==> config.mk <==
export PLATFORM = sky130hd
export DESIGN_NAME = tag_config_and_auth_bank
export DESIGN_NICKNAME = d
export VERILOG_FILES = /design/src/tag_cfg_pkg.sv /design/src/tag_config_and_auth_bank.sv
export VERILOG_INCLUDE_DIRS = /design/src /design/src/src
export SDC_FILE = /design/constraint.sdc
export NUM_CORES = 1
export LEC_CHECK = 0
export ABC_AREA = 1
export BUFFER_PORTS_ARGS = -buffer_cell sky130_fd_sc_hd__buf_2
export CAP_MARGIN = 20
export CORE_AREA = 8 8 130 132
export DETAILED_ROUTE_END_ITERATION = 7
export DIE_AREA = 0 0 138 140
export PLACE_DENSITY = 0.8
export SLEW_MARGIN = 20
export SYNTH_ARGS = -nofsm -noshare
export SYNTH_HDL_FRONTEND = slang
export SYNTH_SLANG_ARGS = --single-unit
==> constraint.sdc <==
create_clock -name clock -period 1.7 [get_ports clock]
set_input_delay 0.34 -clock clock [delete_from_list [all_inputs] [get_ports clock]]
set_output_delay 0.34 -clock clock [all_outputs]
set_load 0.01 [all_outputs]
==> src/tag_cfg_regs.svh <==
// Offsets, field positions, reset values and fixed codes of the tag configuration bank.
// Assumes inclusion by bare name from design and bench files alike.
`ifndef TAG_CFG_REGS_SVH
`define TAG_CFG_REGS_SVH

// ****************************************************************
// Byte indices within the configuration bank
// ****************************************************************
`define IDX_PASSWORD_LIMIT_BLOCK 3'h0
`define IDX_PASSWORD_SCOPE 3'h1
`define IDX_REQUEST_ANSWER_HIGH 3'h2
`define IDX_REQUEST_ANSWER_LOW 3'h3
`define IDX_SELECT_ANSWER 3'h4
`define IDX_CHIP_CONFIG_FIRST 3'h5
`define IDX_CHIP_CONFIG_SECOND 3'h6
`define IDX_CHIP_CONFIG_THIRD 3'h7

// ****************************************************************
// Reset values
// ****************************************************************
`define RST_PASSWORD_LIMIT_BLOCK 8'hFF
`define RST_PASSWORD_SCOPE 8'h00
`define RST_REQUEST_ANSWER_HIGH 8'h00
`define RST_REQUEST_ANSWER_LOW 8'h44
`define RST_SELECT_ANSWER 8'h00
`define RST_CHIP_CONFIG_FIRST 8'h00
`define RST_CHIP_CONFIG_SECOND 8'h00
`define RST_CHIP_CONFIG_THIRD 8'h80

// ****************************************************************
// Field positions
// ****************************************************************
`define SCOPE_WRITE_BIT 1
`define SCOPE_READ_BIT 0
`define SEL_CASCADE_BIT 2
`define SEL_FLIP_BIT 6
`define CFG0_QUIET_EN_BIT 7
`define CFG0_QUIET_HI 6
`define CFG0_QUIET_LO 4
`define CFG0_ARBIT_BIT 3
`define CFG0_ADDR_HI 2
`define CFG0_ADDR_LO 0
`define CFG1_RX_CRC_BIT 7
`define CFG2_PERSO_BIT 7
`define CFG2_TUNNEL_BIT 6
`define CFG2_EXTEND_BIT 5
`define CFG2_NAK_BIT 4
`define CFG2_AUTH_SET_BIT 3
`define CFG2_FLIP_BIT 2
`define CFG2_POWER_HI 1
`define CFG2_POWER_LO 0

// ****************************************************************
// Fixed codes and sizes
// ****************************************************************
`define I2C_GROUP 4'hA
`define MSG_MAX_PLAIN 6'h20
`define MSG_MAX_WITH_CRC 6'h1E

`endif

==> src/tag_cfg_pkg.sv <==
// Types shared by the configuration bank and its bench.
// Assumes nothing beyond a SystemVerilog compiler.
package tag_cfg_pkg;

  typedef enum logic [1:0] {
    mode_standalone = 2'b00,
    mode_tunnel = 2'b01,
    mode_extended = 2'b10
  } comm_mode_e;

  typedef enum logic [1:0] {
    power_mode0 = 2'b00,
    power_mode1 = 2'b01,
    power_mode2 = 2'b10,
    power_mode3 = 2'b11
  } power_mode_e;

  typedef enum logic [1:0] {
    arb_idle = 2'b00,
    arb_host = 2'b01,
    arb_reader = 2'b10
  } arb_state_e;

endpackage : tag_cfg_pkg

==> src/tag_config_and_auth_bank.sv <==
// Configuration byte bank with reader access policy, anti-collision answers and modes.
// Assumes host and reader request ports synchronous to clock; supply compare is a pin.
`include "tag_cfg_regs.svh"

// ****************************************************************
// Configuration and authentication bank
// ****************************************************************
// Overview of operation
// RULE1 - Limit byte is block address, resets FFh
// RULE2 - Limit past last block disables protection
// RULE3 - Scope bit1 guards writes, bit0 reads
// RULE4 - Fully protected unauthenticated access gets silence
// RULE5 - Mixed access returns zeros for protected part
// RULE6 - Lock bits refuse writes despite authentication
// RULE7 - Reader touches auth bytes only when authorised
// RULE8 - Request answer is high then low byte
// RULE9 - Select answer forces cascade bit per level
// RULE10 - Personalisation bit resets one, opens config
// RULE11 - Cleared personalisation bars last two blocks
// RULE12 - Quiet mode mutes reader below threshold
// RULE13 - Supply compared when field appears
// RULE14 - Arbitration bit: fair order or reader first
// RULE15 - Host may change arbitration bit live
// RULE16 - I2C address is group plus three bits
// RULE17 - Stored CRC shrinks message to thirty
// RULE18 - CRC checked regardless of store bit
// RULE19 - Mode bits preset host-writable volatile copies
// RULE20 - Power field selects power mode zero-three
// RULE21 - Level two select bit six flips
// RULE22 - Bit four picks CRC/parity error handling
// RULE23 - Leaving selected state drops authentication
// RULE24 - Tunnel wins over extended mode
// RULE25 - Bytes active from reset; host writes both
module tag_config_and_auth_bank #(
  parameter logic [7:0] LAST_BLOCK = 8'h7F
) (
  input wire logic clock,
  input wire logic rst_n,
  // Host port
  input wire logic host_req,
  input wire logic host_write,
  input wire logic host_mode_only,
  input wire logic [2:0] host_index,
  input wire logic [7:0] host_wdata,
  output logic host_grant,
  output logic [7:0] host_rdata,
  // Reader configuration access
  input wire logic rd_cfg_req,
  input wire logic rd_cfg_write,
  input wire logic [2:0] rd_cfg_index,
  input wire logic [7:0] rd_cfg_wdata,
  output logic rd_cfg_ok,
  output logic [7:0] rd_cfg_rdata,
  // Reader block access check
  input wire logic [7:0] rd_blk_addr,
  input wire logic rd_blk_write,
  input wire logic rd_blk_locked,
  input wire logic [7:0] rd_blk_data,
  output logic rd_blk_allow,
  output logic [7:0] rd_blk_out,
  // Session state
  input wire logic auth_pass,
  input wire logic tag_selected,
  input wire logic field_present,
  input wire logic io_supply_pin,
  output logic authenticated,
  output logic reader_mute,
  // Memory arbitration
  input wire logic mem_host_req,
  input wire logic mem_reader_req,
  input wire logic mem_done,
  output logic mem_host_gnt,
  output logic mem_reader_gnt,
  // Anti-collision answers and status
  input wire logic frame_crc_ok,
  output logic [15:0] sens_res,
  output logic [7:0] sel_res_level1,
  output logic [7:0] sel_res_level2,
  output logic [6:0] i2c_address,
  output logic [2:0] quiet_threshold_code,
  output logic crc_store,
  output logic [5:0] msg_max_len,
  output logic crc_error,
  output logic nak_on_error,
  output tag_cfg_pkg::comm_mode_e comm_mode,
  output tag_cfg_pkg::power_mode_e power_mode
);

  // Stored bytes and session flags
  logic [7:0] bank_reg [8];
  logic tunnel_reg;
  logic extend_reg;
  logic auth_reg;
  logic mute_reg;
  logic [1:0] field_sync_reg;
  logic [1:0] supply_sync_reg;
  logic field_seen_reg;
  logic [7:0] host_rdata_reg;
  logic [7:0] rd_cfg_rdata_reg;
  logic [7:0] rd_blk_out_reg;
  logic crc_error_reg;
  tag_cfg_pkg::arb_state_e arb_reg;
  tag_cfg_pkg::arb_state_e arb_next;
  // Decoded access decisions
  logic reader_cfg_allow;
  logic reader_cfg_write;
  logic host_bank_write;
  logic perso_en;
  logic prot_active;
  logic blk_protected;
  logic [7:0] sel_base;

  // Reset image of one byte, decoded only for the bank reset
  function automatic logic [7:0] reset_value(input logic [2:0] idx);
    logic [7:0] v;
    v = `RST_SELECT_ANSWER;
    if (idx == `IDX_PASSWORD_LIMIT_BLOCK) v = `RST_PASSWORD_LIMIT_BLOCK;
    else if (idx == `IDX_PASSWORD_SCOPE) v = `RST_PASSWORD_SCOPE;
    else if (idx == `IDX_REQUEST_ANSWER_HIGH) v = `RST_REQUEST_ANSWER_HIGH;
    else if (idx == `IDX_REQUEST_ANSWER_LOW) v = `RST_REQUEST_ANSWER_LOW;
    else if (idx == `IDX_CHIP_CONFIG_FIRST) v = `RST_CHIP_CONFIG_FIRST;
    else if (idx == `IDX_CHIP_CONFIG_SECOND) v = `RST_CHIP_CONFIG_SECOND;
    else if (idx == `IDX_CHIP_CONFIG_THIRD) v = `RST_CHIP_CONFIG_THIRD;
    return v;
  endfunction : reset_value

  // True for the two bytes that hold the password policy
  function automatic logic is_auth_byte(input logic [2:0] idx);
    return (idx == `IDX_PASSWORD_LIMIT_BLOCK) || (idx == `IDX_PASSWORD_SCOPE);
  endfunction : is_auth_byte

  // ****************************************************************
  // Access policy
  // ****************************************************************
  assign perso_en = bank_reg[`IDX_CHIP_CONFIG_THIRD][`CFG2_PERSO_BIT]; // RULE10
  // Policy bytes need the session plus the settings enable; others need personalisation
  always_comb
  begin
    if (is_auth_byte(rd_cfg_index))
      reader_cfg_allow = auth_reg
        && bank_reg[`IDX_CHIP_CONFIG_THIRD][`CFG2_AUTH_SET_BIT]; // RULE7
    else
      reader_cfg_allow = perso_en; // RULE10 RULE11
  end
  assign reader_cfg_write = rd_cfg_req && rd_cfg_write && reader_cfg_allow && !mute_reg;

  // Host never blocked; mode-only writes leave the stored third byte alone
  assign host_bank_write = host_req && host_write
    && !(host_mode_only && host_index == `IDX_CHIP_CONFIG_THIRD); // RULE25

  // Protection scope for the block being touched
  always_comb
  begin
    prot_active = bank_reg[`IDX_PASSWORD_LIMIT_BLOCK] < LAST_BLOCK; // RULE2
    if (rd_blk_write)
      blk_protected = prot_active
        && bank_reg[`IDX_PASSWORD_SCOPE][`SCOPE_WRITE_BIT]; // RULE3
    else
      blk_protected = prot_active
        && bank_reg[`IDX_PASSWORD_SCOPE][`SCOPE_READ_BIT]; // RULE3
    blk_protected = blk_protected
      && (rd_blk_addr > bank_reg[`IDX_PASSWORD_LIMIT_BLOCK]) && !auth_reg; // RULE1
  end

  // Write refused when locked, protected, muted or in last two blocks after personalisation
  always_comb
  begin
    rd_blk_allow = !blk_protected && !mute_reg; // RULE4
    if (rd_blk_write && rd_blk_locked)
      rd_blk_allow = 1'b0; // RULE6
    if (rd_blk_write && !perso_en && rd_blk_addr >= LAST_BLOCK - 8'h01)
      rd_blk_allow = 1'b0; // RULE11
  end

  // ****************************************************************
  // Configuration storage
  // ****************************************************************
  // One flop bank; when host and reader write the same byte in one cycle, the host wins
  genvar gi;
  generate
    for (gi = 0; gi < 8; gi++)
    begin : g_bank
      always_ff @(posedge clock or negedge rst_n)
      begin
        if (!rst_n)
          bank_reg[gi] <= reset_value(3'(gi)); // RULE1 RULE8 RULE10 RULE25
        else if (host_bank_write && host_index == 3'(gi))
          bank_reg[gi] <= host_wdata; // RULE7 RULE15 RULE25
        else if (reader_cfg_write && rd_cfg_index == 3'(gi))
          bank_reg[gi] <= rd_cfg_wdata;
      end
    end
  endgenerate

  // Volatile mode copies, preset from the stored byte
  always_ff @(posedge clock or negedge rst_n)
  begin
    if (!rst_n)
    begin
      tunnel_reg <= 1'(`RST_CHIP_CONFIG_THIRD >> `CFG2_TUNNEL_BIT);
      extend_reg <= 1'(`RST_CHIP_CONFIG_THIRD >> `CFG2_EXTEND_BIT);
    end
    else if (host_req && host_write && host_index == `IDX_CHIP_CONFIG_THIRD)
    begin
      tunnel_reg <= host_wdata[`CFG2_TUNNEL_BIT]; // RULE19
      extend_reg <= host_wdata[`CFG2_EXTEND_BIT]; // RULE19
    end
    else if (reader_cfg_write && rd_cfg_index == `IDX_CHIP_CONFIG_THIRD)
    begin
      tunnel_reg <= rd_cfg_wdata[`CFG2_TUNNEL_BIT];
      extend_reg <= rd_cfg_wdata[`CFG2_EXTEND_BIT];
    end
  end

  // ****************************************************************
  // Session state
  // ****************************************************************
  // Authentication held only while selected; deselect beats a pass in the same cycle
  always_ff @(posedge clock or negedge rst_n)
  begin
    if (!rst_n)
      auth_reg <= 1'b0;
    else if (!tag_selected)
      auth_reg <= 1'b0; // RULE23
    else if (auth_pass)
      auth_reg <= 1'b1;
  end

  // Pin inputs through two flops before use
  always_ff @(posedge clock or negedge rst_n)
  begin
    if (!rst_n)
    begin
      field_sync_reg <= 2'b00;
      supply_sync_reg <= 2'b00;
    end
    else
    begin
      field_sync_reg <= {field_sync_reg[0], field_present};
      supply_sync_reg <= {supply_sync_reg[0], io_supply_pin};
    end
  end

  // Supply sampled once on field entry; a later dip does not re-mute mid-session
  always_ff @(posedge clock or negedge rst_n)
  begin
    if (!rst_n)
    begin
      field_seen_reg <= 1'b0;
      mute_reg <= 1'b0;
    end
    else
    begin
      field_seen_reg <= field_sync_reg[1];
      if (field_sync_reg[1] && !field_seen_reg)
        mute_reg <= bank_reg[`IDX_CHIP_CONFIG_FIRST][`CFG0_QUIET_EN_BIT]
          && !supply_sync_reg[1]; // RULE12 RULE13
      else if (!field_sync_reg[1])
        mute_reg <= 1'b0;
    end
  end

  // ****************************************************************
  // Memory arbitration
  // ****************************************************************
  // Live bit from the bank, so host changes apply at once
  always_comb
  begin
    arb_next = arb_reg;
    case (arb_reg)
      tag_cfg_pkg::arb_idle:
        if (mem_reader_req && (bank_reg[`IDX_CHIP_CONFIG_FIRST][`CFG0_ARBIT_BIT]
            || !mem_host_req))
          arb_next = tag_cfg_pkg::arb_reader; // RULE14 RULE15
        else if (mem_host_req)
          arb_next = tag_cfg_pkg::arb_host; // RULE14
      tag_cfg_pkg::arb_host,
      tag_cfg_pkg::arb_reader:
        if (mem_done)
          arb_next = tag_cfg_pkg::arb_idle;
      default:
        arb_next = tag_cfg_pkg::arb_idle;
    endcase
  end

  // Arbiter state register
  always_ff @(posedge clock or negedge rst_n)
  begin
    if (!rst_n)
      arb_reg <= tag_cfg_pkg::arb_idle;
    else
      arb_reg <= arb_next;
  end

  // Grants decode the state
  assign mem_host_gnt = (arb_reg == tag_cfg_pkg::arb_host);
  assign mem_reader_gnt = (arb_reg == tag_cfg_pkg::arb_reader);

  // ****************************************************************
  // Read data
  // ****************************************************************
  // Registered read paths; zero stands in for protected bytes
  always_ff @(posedge clock or negedge rst_n)
  begin
    if (!rst_n)
    begin
      host_rdata_reg <= 8'h00;
      rd_cfg_rdata_reg <= 8'h00;
      rd_blk_out_reg <= 8'h00;
      crc_error_reg <= 1'b0;
    end
    else
    begin
      if (host_req && !host_write)
        host_rdata_reg <= bank_reg[host_index];
      if (rd_cfg_req && !rd_cfg_write)
        rd_cfg_rdata_reg <= reader_cfg_allow ? bank_reg[rd_cfg_index] : 8'h00;
      rd_blk_out_reg <= blk_protected ? 8'h00 : rd_blk_data; // RULE5
      crc_error_reg <= !frame_crc_ok; // RULE18
    end
  end

  // Handshakes combinational, data from flops
  assign host_grant = host_req;
  assign host_rdata = host_rdata_reg;
  assign rd_cfg_ok = rd_cfg_req && reader_cfg_allow && !mute_reg;
  assign rd_cfg_rdata = rd_cfg_rdata_reg;
  assign rd_blk_out = rd_blk_out_reg;
  assign authenticated = auth_reg;
  assign reader_mute = mute_reg;
  assign crc_error = crc_error_reg;

  // ****************************************************************
  // Derived settings
  // ****************************************************************
  // Anti-collision answers
  assign sens_res = {bank_reg[`IDX_REQUEST_ANSWER_HIGH],
    bank_reg[`IDX_REQUEST_ANSWER_LOW]}; // RULE8

  // Cascade bit forced per level
  always_comb
  begin
    sel_base = bank_reg[`IDX_SELECT_ANSWER];
    sel_res_level1 = sel_base;
    sel_res_level1[`SEL_CASCADE_BIT] = 1'b1; // RULE9
    sel_res_level2 = sel_base;
    sel_res_level2[`SEL_CASCADE_BIT] = 1'b0; // RULE9
    if (bank_reg[`IDX_CHIP_CONFIG_THIRD][`CFG2_FLIP_BIT])
      sel_res_level2[`SEL_FLIP_BIT] = !sel_base[`SEL_FLIP_BIT]; // RULE21
  end

  // Fields taken straight from the bytes
  assign i2c_address = {`I2C_GROUP,
    bank_reg[`IDX_CHIP_CONFIG_FIRST][`CFG0_ADDR_HI:`CFG0_ADDR_LO]}; // RULE16
  assign quiet_threshold_code =
    bank_reg[`IDX_CHIP_CONFIG_FIRST][`CFG0_QUIET_HI:`CFG0_QUIET_LO];
  assign crc_store = bank_reg[`IDX_CHIP_CONFIG_SECOND][`CFG1_RX_CRC_BIT]; // RULE17
  assign msg_max_len = crc_store ? `MSG_MAX_WITH_CRC : `MSG_MAX_PLAIN; // RULE17
  assign nak_on_error = bank_reg[`IDX_CHIP_CONFIG_THIRD][`CFG2_NAK_BIT]; // RULE22
  // Power field maps one to one
  assign power_mode = tag_cfg_pkg::power_mode_e'(
    bank_reg[`IDX_CHIP_CONFIG_THIRD][`CFG2_POWER_HI:`CFG2_POWER_LO]); // RULE20

  // Tunnel takes priority when both copies are set
  always_comb
  begin
    if (tunnel_reg)
      comm_mode = tag_cfg_pkg::mode_tunnel; // RULE24
    else if (extend_reg)
      comm_mode = tag_cfg_pkg::mode_extended;
    else
      comm_mode = tag_cfg_pkg::mode_standalone;
  end

endmodule : tag_config_and_auth_bank
==> report_table.html <==
<table>
<tr><th>Metric</th><th>Value</th></tr>
<tr><th colspan="2">Timing</th></tr>
<tr><td>Highest clock rate</td><td>456 MHz</td></tr>
<tr><td>Final worst setup slack</td><td>-0.491 ns</td></tr>
<tr><td>Shortest clock period the worst path allows after layout</td><td>2.19 ns</td></tr>
<tr><td>Transition time at the pin with the least slew margin</td><td>0.669 ns</td></tr>
<tr><td>Ratio of final minimum period to clock period</td><td>129%</td></tr>
<tr><td>Worst Skew</td><td>0.00922 ns</td></tr>
<tr><td>Relative slew slack</td><td>55.3%</td></tr>
<tr><td>Number of hold-slack violations in the final timing report</td><td>0</td></tr>
<tr><td>RSZ-0062 raised after global routing</td><td>true</td></tr>
<tr><td>Max-slew violation count</td><td>0</td></tr>
<tr><td>Setup violations, final</td><td>1</td></tr>
<tr><td>Final-layout setup total negative slack</td><td>-0.491 ns</td></tr>
<tr><th colspan="2">Synth</th></tr>
<tr><td>Synthesized-area fraction occupied by xor and xnor cells</td><td>0.133%</td></tr>
<tr><td>Post-Syn Instances</td><td>967</td></tr>
<tr><td>Synth Warn #</td><td>0</td></tr>
<tr><td>Top-area cell type share of the netlist area</td><td>33.9%</td></tr>
<tr><td>Area fraction in and, or, nand and nor cells after synthesis</td><td>36.0%</td></tr>
<tr><td>Mean instance size in the synthesized netlist</td><td>6.79 sq um</td></tr>
<tr><td>Cell area after synthesis</td><td>0.00656 sq mm</td></tr>
<tr><td>Ranking of synthesized cells by area</td><td>dfrtp_1 (34%), nand2_1 (17%), nand3_1 (8.6%), nor2_1 (6.4%), buf_4 (5.9%)</td></tr>
<tr><td>Main combinational cell family by area after synthesis</td><td>simple AND/OR/NAND/NOR gates</td></tr>
<tr><td>Multiplexer share of the synthesized area</td><td>0%</td></tr>
<tr><td>Part of the Yosys area used for sequential elements</td><td>38.3%</td></tr>
<tr><td>Cell variety after synth</td><td>27</td></tr>
<tr><td>Library cell occupying the most area in the post-synthesis netlist</td><td>dfrtp_1</td></tr>
<tr><td>Post-synthesis sequential element count</td><td>100</td></tr>
<tr><td>Post-synthesis adder-cell area fraction</td><td>2.10%</td></tr>
<tr><td>Post-synthesis compound-gate area fraction</td><td>10.2%</td></tr>
<tr><th colspan="2">Placed design</th></tr>
<tr><td>Post-DP Area</td><td>0.00751 sq mm</td></tr>
<tr><td>Weighted congestion reported at the end of routability-driven placement</td><td>1.01</td></tr>
<tr><td>Total of buffers placed on input and output ports</td><td>133</td></tr>
<tr><td>Detailed placement HPWL</td><td>17000 um</td></tr>
<tr><th colspan="2">Power</th></tr>
<tr><td>IR drop worst, VDD</td><td>0.000523 V</td></tr>
<tr><td>Total power per unit cell area</td><td>1070 mW/mm^2</td></tr>
<tr><td>Standby leakage power</td><td>4.33 nW</td></tr>
<tr><th colspan="2">Worst hold path</th></tr>
<tr><td>Type of the most critical hold path</td><td>input port to flip-flop</td></tr>
<tr><th colspan="2">Route</th></tr>
<tr><td>Aggregate routed wire length</td><td>21800 um</td></tr>
<tr><td>Pre-antenna DRT Iters</td><td>5</td></tr>
<tr><td>Wire length per cell</td><td>16.8 um</td></tr>
<tr><td>Antenna-violating nets left</td><td>0</td></tr>
<tr><td>Final routed DRC violation total</td><td>0</td></tr>
<tr><td>Ratio of routed vias to standard cells</td><td>5.26</td></tr>
<tr><td>Routed via count</td><td>6823</td></tr>
<tr><td>Number of violations reported at the end of detailed-routing iteration 0</td><td>959</td></tr>
<tr><th colspan="2">Final layout</th></tr>
<tr><td>Final-layout fill cell count</td><td>1448</td></tr>
<tr><td>Number of flip-flops under the largest register name</td><td>30</td></tr>
<tr><td>Fraction of final layout cells with drive strength greater than 1</td><td>25.2%</td></tr>
<tr><td>Number of nets in the layout</td><td>1169</td></tr>
<tr><td>Area growth from synthesis to final layout</td><td>21.1%</td></tr>
<tr><td>Diodes inserted</td><td>0</td></tr>
<tr><td>Final instance area</td><td>0.00795 sq mm</td></tr>
<tr><td>Final core utilization</td><td>53.5%</td></tr>
<tr><th colspan="2">Floorplan</th></tr>
<tr><td>Overall die area</td><td>0.0193 sq mm</td></tr>
<tr><td>Die span in y</td><td>140 um</td></tr>
<tr><td>Area inside the core boundary</td><td>0.0149 sq mm</td></tr>
<tr><td>Floorplan row count</td><td>45</td></tr>
<tr><td>Die boundary width</td><td>138 um</td></tr>
<tr><td>Starting density of the core</td><td>44.1%</td></tr>
<tr><td>I/O pin cnt</td><td>141</td></tr>
<tr><th colspan="2">Clock network</th></tr>
<tr><td>Clock buffers created by TritonCTS</td><td>9</td></tr>
<tr><td>Number of buffers on the longest clock path</td><td>2</td></tr>
<tr><td>H-tree lvl count</td><td>3</td></tr>
<tr><td>Clock root buffer master</td><td>clkbuf_16</td></tr>
<tr><td>Insertion delay to the later sink of the worst-skew pair</td><td>0.36 ns</td></tr>
<tr><td>TritonCTS clock tree</td><td>done</td></tr>
<tr><td>Register clock-pin slew on the reported worst setup and hold paths</td><td>0.07 ns</td></tr>
<tr><td>Total number of clock tree sinks</td><td>100</td></tr>
<tr><th colspan="2">Global routing</th></tr>
<tr><td>Overflow left after global routing</td><td>0</td></tr>
<tr><td>Maximum number of pins on one net before global-route repair</td><td>57</td></tr>
<tr><td>First-pass GRT wire length</td><td>34600 um</td></tr>
<tr><td>Overall Global Routing Usage</td><td>22.3%</td></tr>
<tr><td>Number of global-route vias before repair</td><td>6375</td></tr>
<tr><td>Number of antenna violations at the first check in global routing</td><td>1</td></tr>
<tr><th colspan="2">Critical path</th></tr>
<tr><td>Largest driver fanout on the critical path</td><td>2</td></tr>
<tr><td>Endpoint type of the worst setup path</td><td>output port</td></tr>
<tr><td>Endpoint required time on the critical path</td><td>1.36 ns</td></tr>
<tr><td>Data arrival at the endpoint of the critical path</td><td>1.85 ns</td></tr>
<tr><td>Critical setup path kind</td><td>flip-flop to output port</td></tr>
<tr><td>Critical path startpoint category</td><td>flip-flop</td></tr>
<tr><th colspan="2">Flow run</th></tr>
<tr><td>Number of max-cap violations</td><td>0</td></tr>
<tr><th colspan="2">Status</th></tr>
<tr><td>Failing checks</td><td>negative setup slack</td></tr>
<tr><td>Result of the run</td><td>finished, violations left</td></tr>
</table>
-- where the power goes --
part           switching (mW)  internal [mW]  leakage, nW
Combinational            1.75           1.20         2.95
Sequential              0.508           2.95         1.24
Clock                   0.933           1.18        0.144
-- layout by cell type, fill, tap and decap left out, types with 6 or more instances in the layout --
master / Yosys / layout
nand2_2: 4 / 10
dfrtp_1: 89 / 88
buf_2: 15 / 132
nand4_2: 8 / 7
nand3_1: 113 / 113
nand4_1: 6 / 6
dfstp_2: 11 / 11
a21oi_1: 52 / 49
buf_4: 52 / 59
inv_2: 7 / 15
ha_4: 0 / 7
nand2_1: 302 / 294
conb_1: 2 / 7
o21ai_0: 60 / 59
clkbuf_16: 0 / 9
nor2_1: 112 / 108
o21ai_1: 5 / 6
inv_1: 90 / 81
-- critical path, stage by stage (launching register included) --
cell	delay [ns]
dfstp_2	0.54
inv_2	0.05
ha_4	0.27
nand2_2	0.05
nor2_2	0.12
nand2_1	0.07
nand2_1	0.07
nor2_2	0.05
a21oi_2	0.12
buf_2	0.14
-- worst paths after layout --
check	startpoint	end	slack, ns	depth (start not counted)
worst max-delay path	bank_reg[61]	rd_blk_allow	-0.49	9
worst min-delay path	field_present	field_sync_reg[0]	0.1	1
worst max register to register	bank_reg[61]	rd_blk_out[2]	0.07	9
worst min register to register	field_sync_reg[0]	field_sync_reg[1]	0.35	0
max in group asynchronous	rst_n	sens_res[6]	0.85	3
min in group asynchronous	rst_n	crc_error	0.51	3
-- layout make-up --
cell class / count / area [sq um] / share of cell area, %
repair buffers: 195 / 1170 / 14.8
well taps: 188 / 235 / 2.96
flip-flops and latches: 100 / 2520 / 31.7
clock inverters: 6 / 63.8 / 0.803
clock buffers: 10 / 239 / 3.01
multi-input cells: 700 / 3350 / 42.2
inverters: 97 / 368 / 4.63
-- repair_timing --
item,in CTS,in global routing
endpoints found under the hold margin,43,0
pin swaps,13,4
gates cloned,0,0
hold buffers,1,0
setup buffers,3,1
endpoints found under the setup margin,2,41
gates resized for setup,10,17
-- cell families (layout without fill, tap and decap cells) --
group | count (synthesis) | count (layout)
and+or+nand+nor | 553 | 553
buffers and inverters | 172 | 308
AOI/OAI and AO/OA | 128 | 128
DFF | 100 | 100
adders and majority gates | 11 | 11
other | 2 | 7
xor gates and xnor gates | 1 | 1
-- per-stage QoR --
step,setup slack [ns],power [mW],instances,hold slack (ns)
after floorplan,0.00144,5.27,972,0.0444
after global placement,-0.105,6.20,1275,0.334
after detailed placement,-0.139,6.28,1275,0.337
after CTS,-0.484,8.47,1295,0.0873
after global routing,-0.586,9.02,1296,0.0921
final,-0.491,8.52,1296,0.0979
-- cells in the mapped netlist --
library cell / n
nor2_4: 3
nand3_2: 1
nand3_1: 113
nand2_1: 302
nor2_1: 112
inv_2: 7
a21boi_0: 8
nand3b_1: 1
buf_4: 52
ha_1: 11
nand2_2: 4
nand4_2: 8
buf_2: 15
conb_1: 2
nand4_1: 6
xor2_1: 1
a21oi_1: 52
dfstp_2: 11
dfrtp_1: 89
nand3_4: 1
o21ai_1: 5
or2_2: 1
inv_1: 90
clkbuf_1: 8
o21ai_0: 60
nor2_2: 1
o21a_1: 3
-- routing by layer --
metal / up-vias / global-route usage (%) / wire [um]
met5: - / 0 / 13
li1: 3303 / - / -
met2: 394 / 33.0 / 9410
met1: 3090 / 31.1 / 9570
met4: 2 / 7.89 / 397
met3: 34 / 5.17 / 2430
No activity file was read; power rests on OpenSTA's default activity.
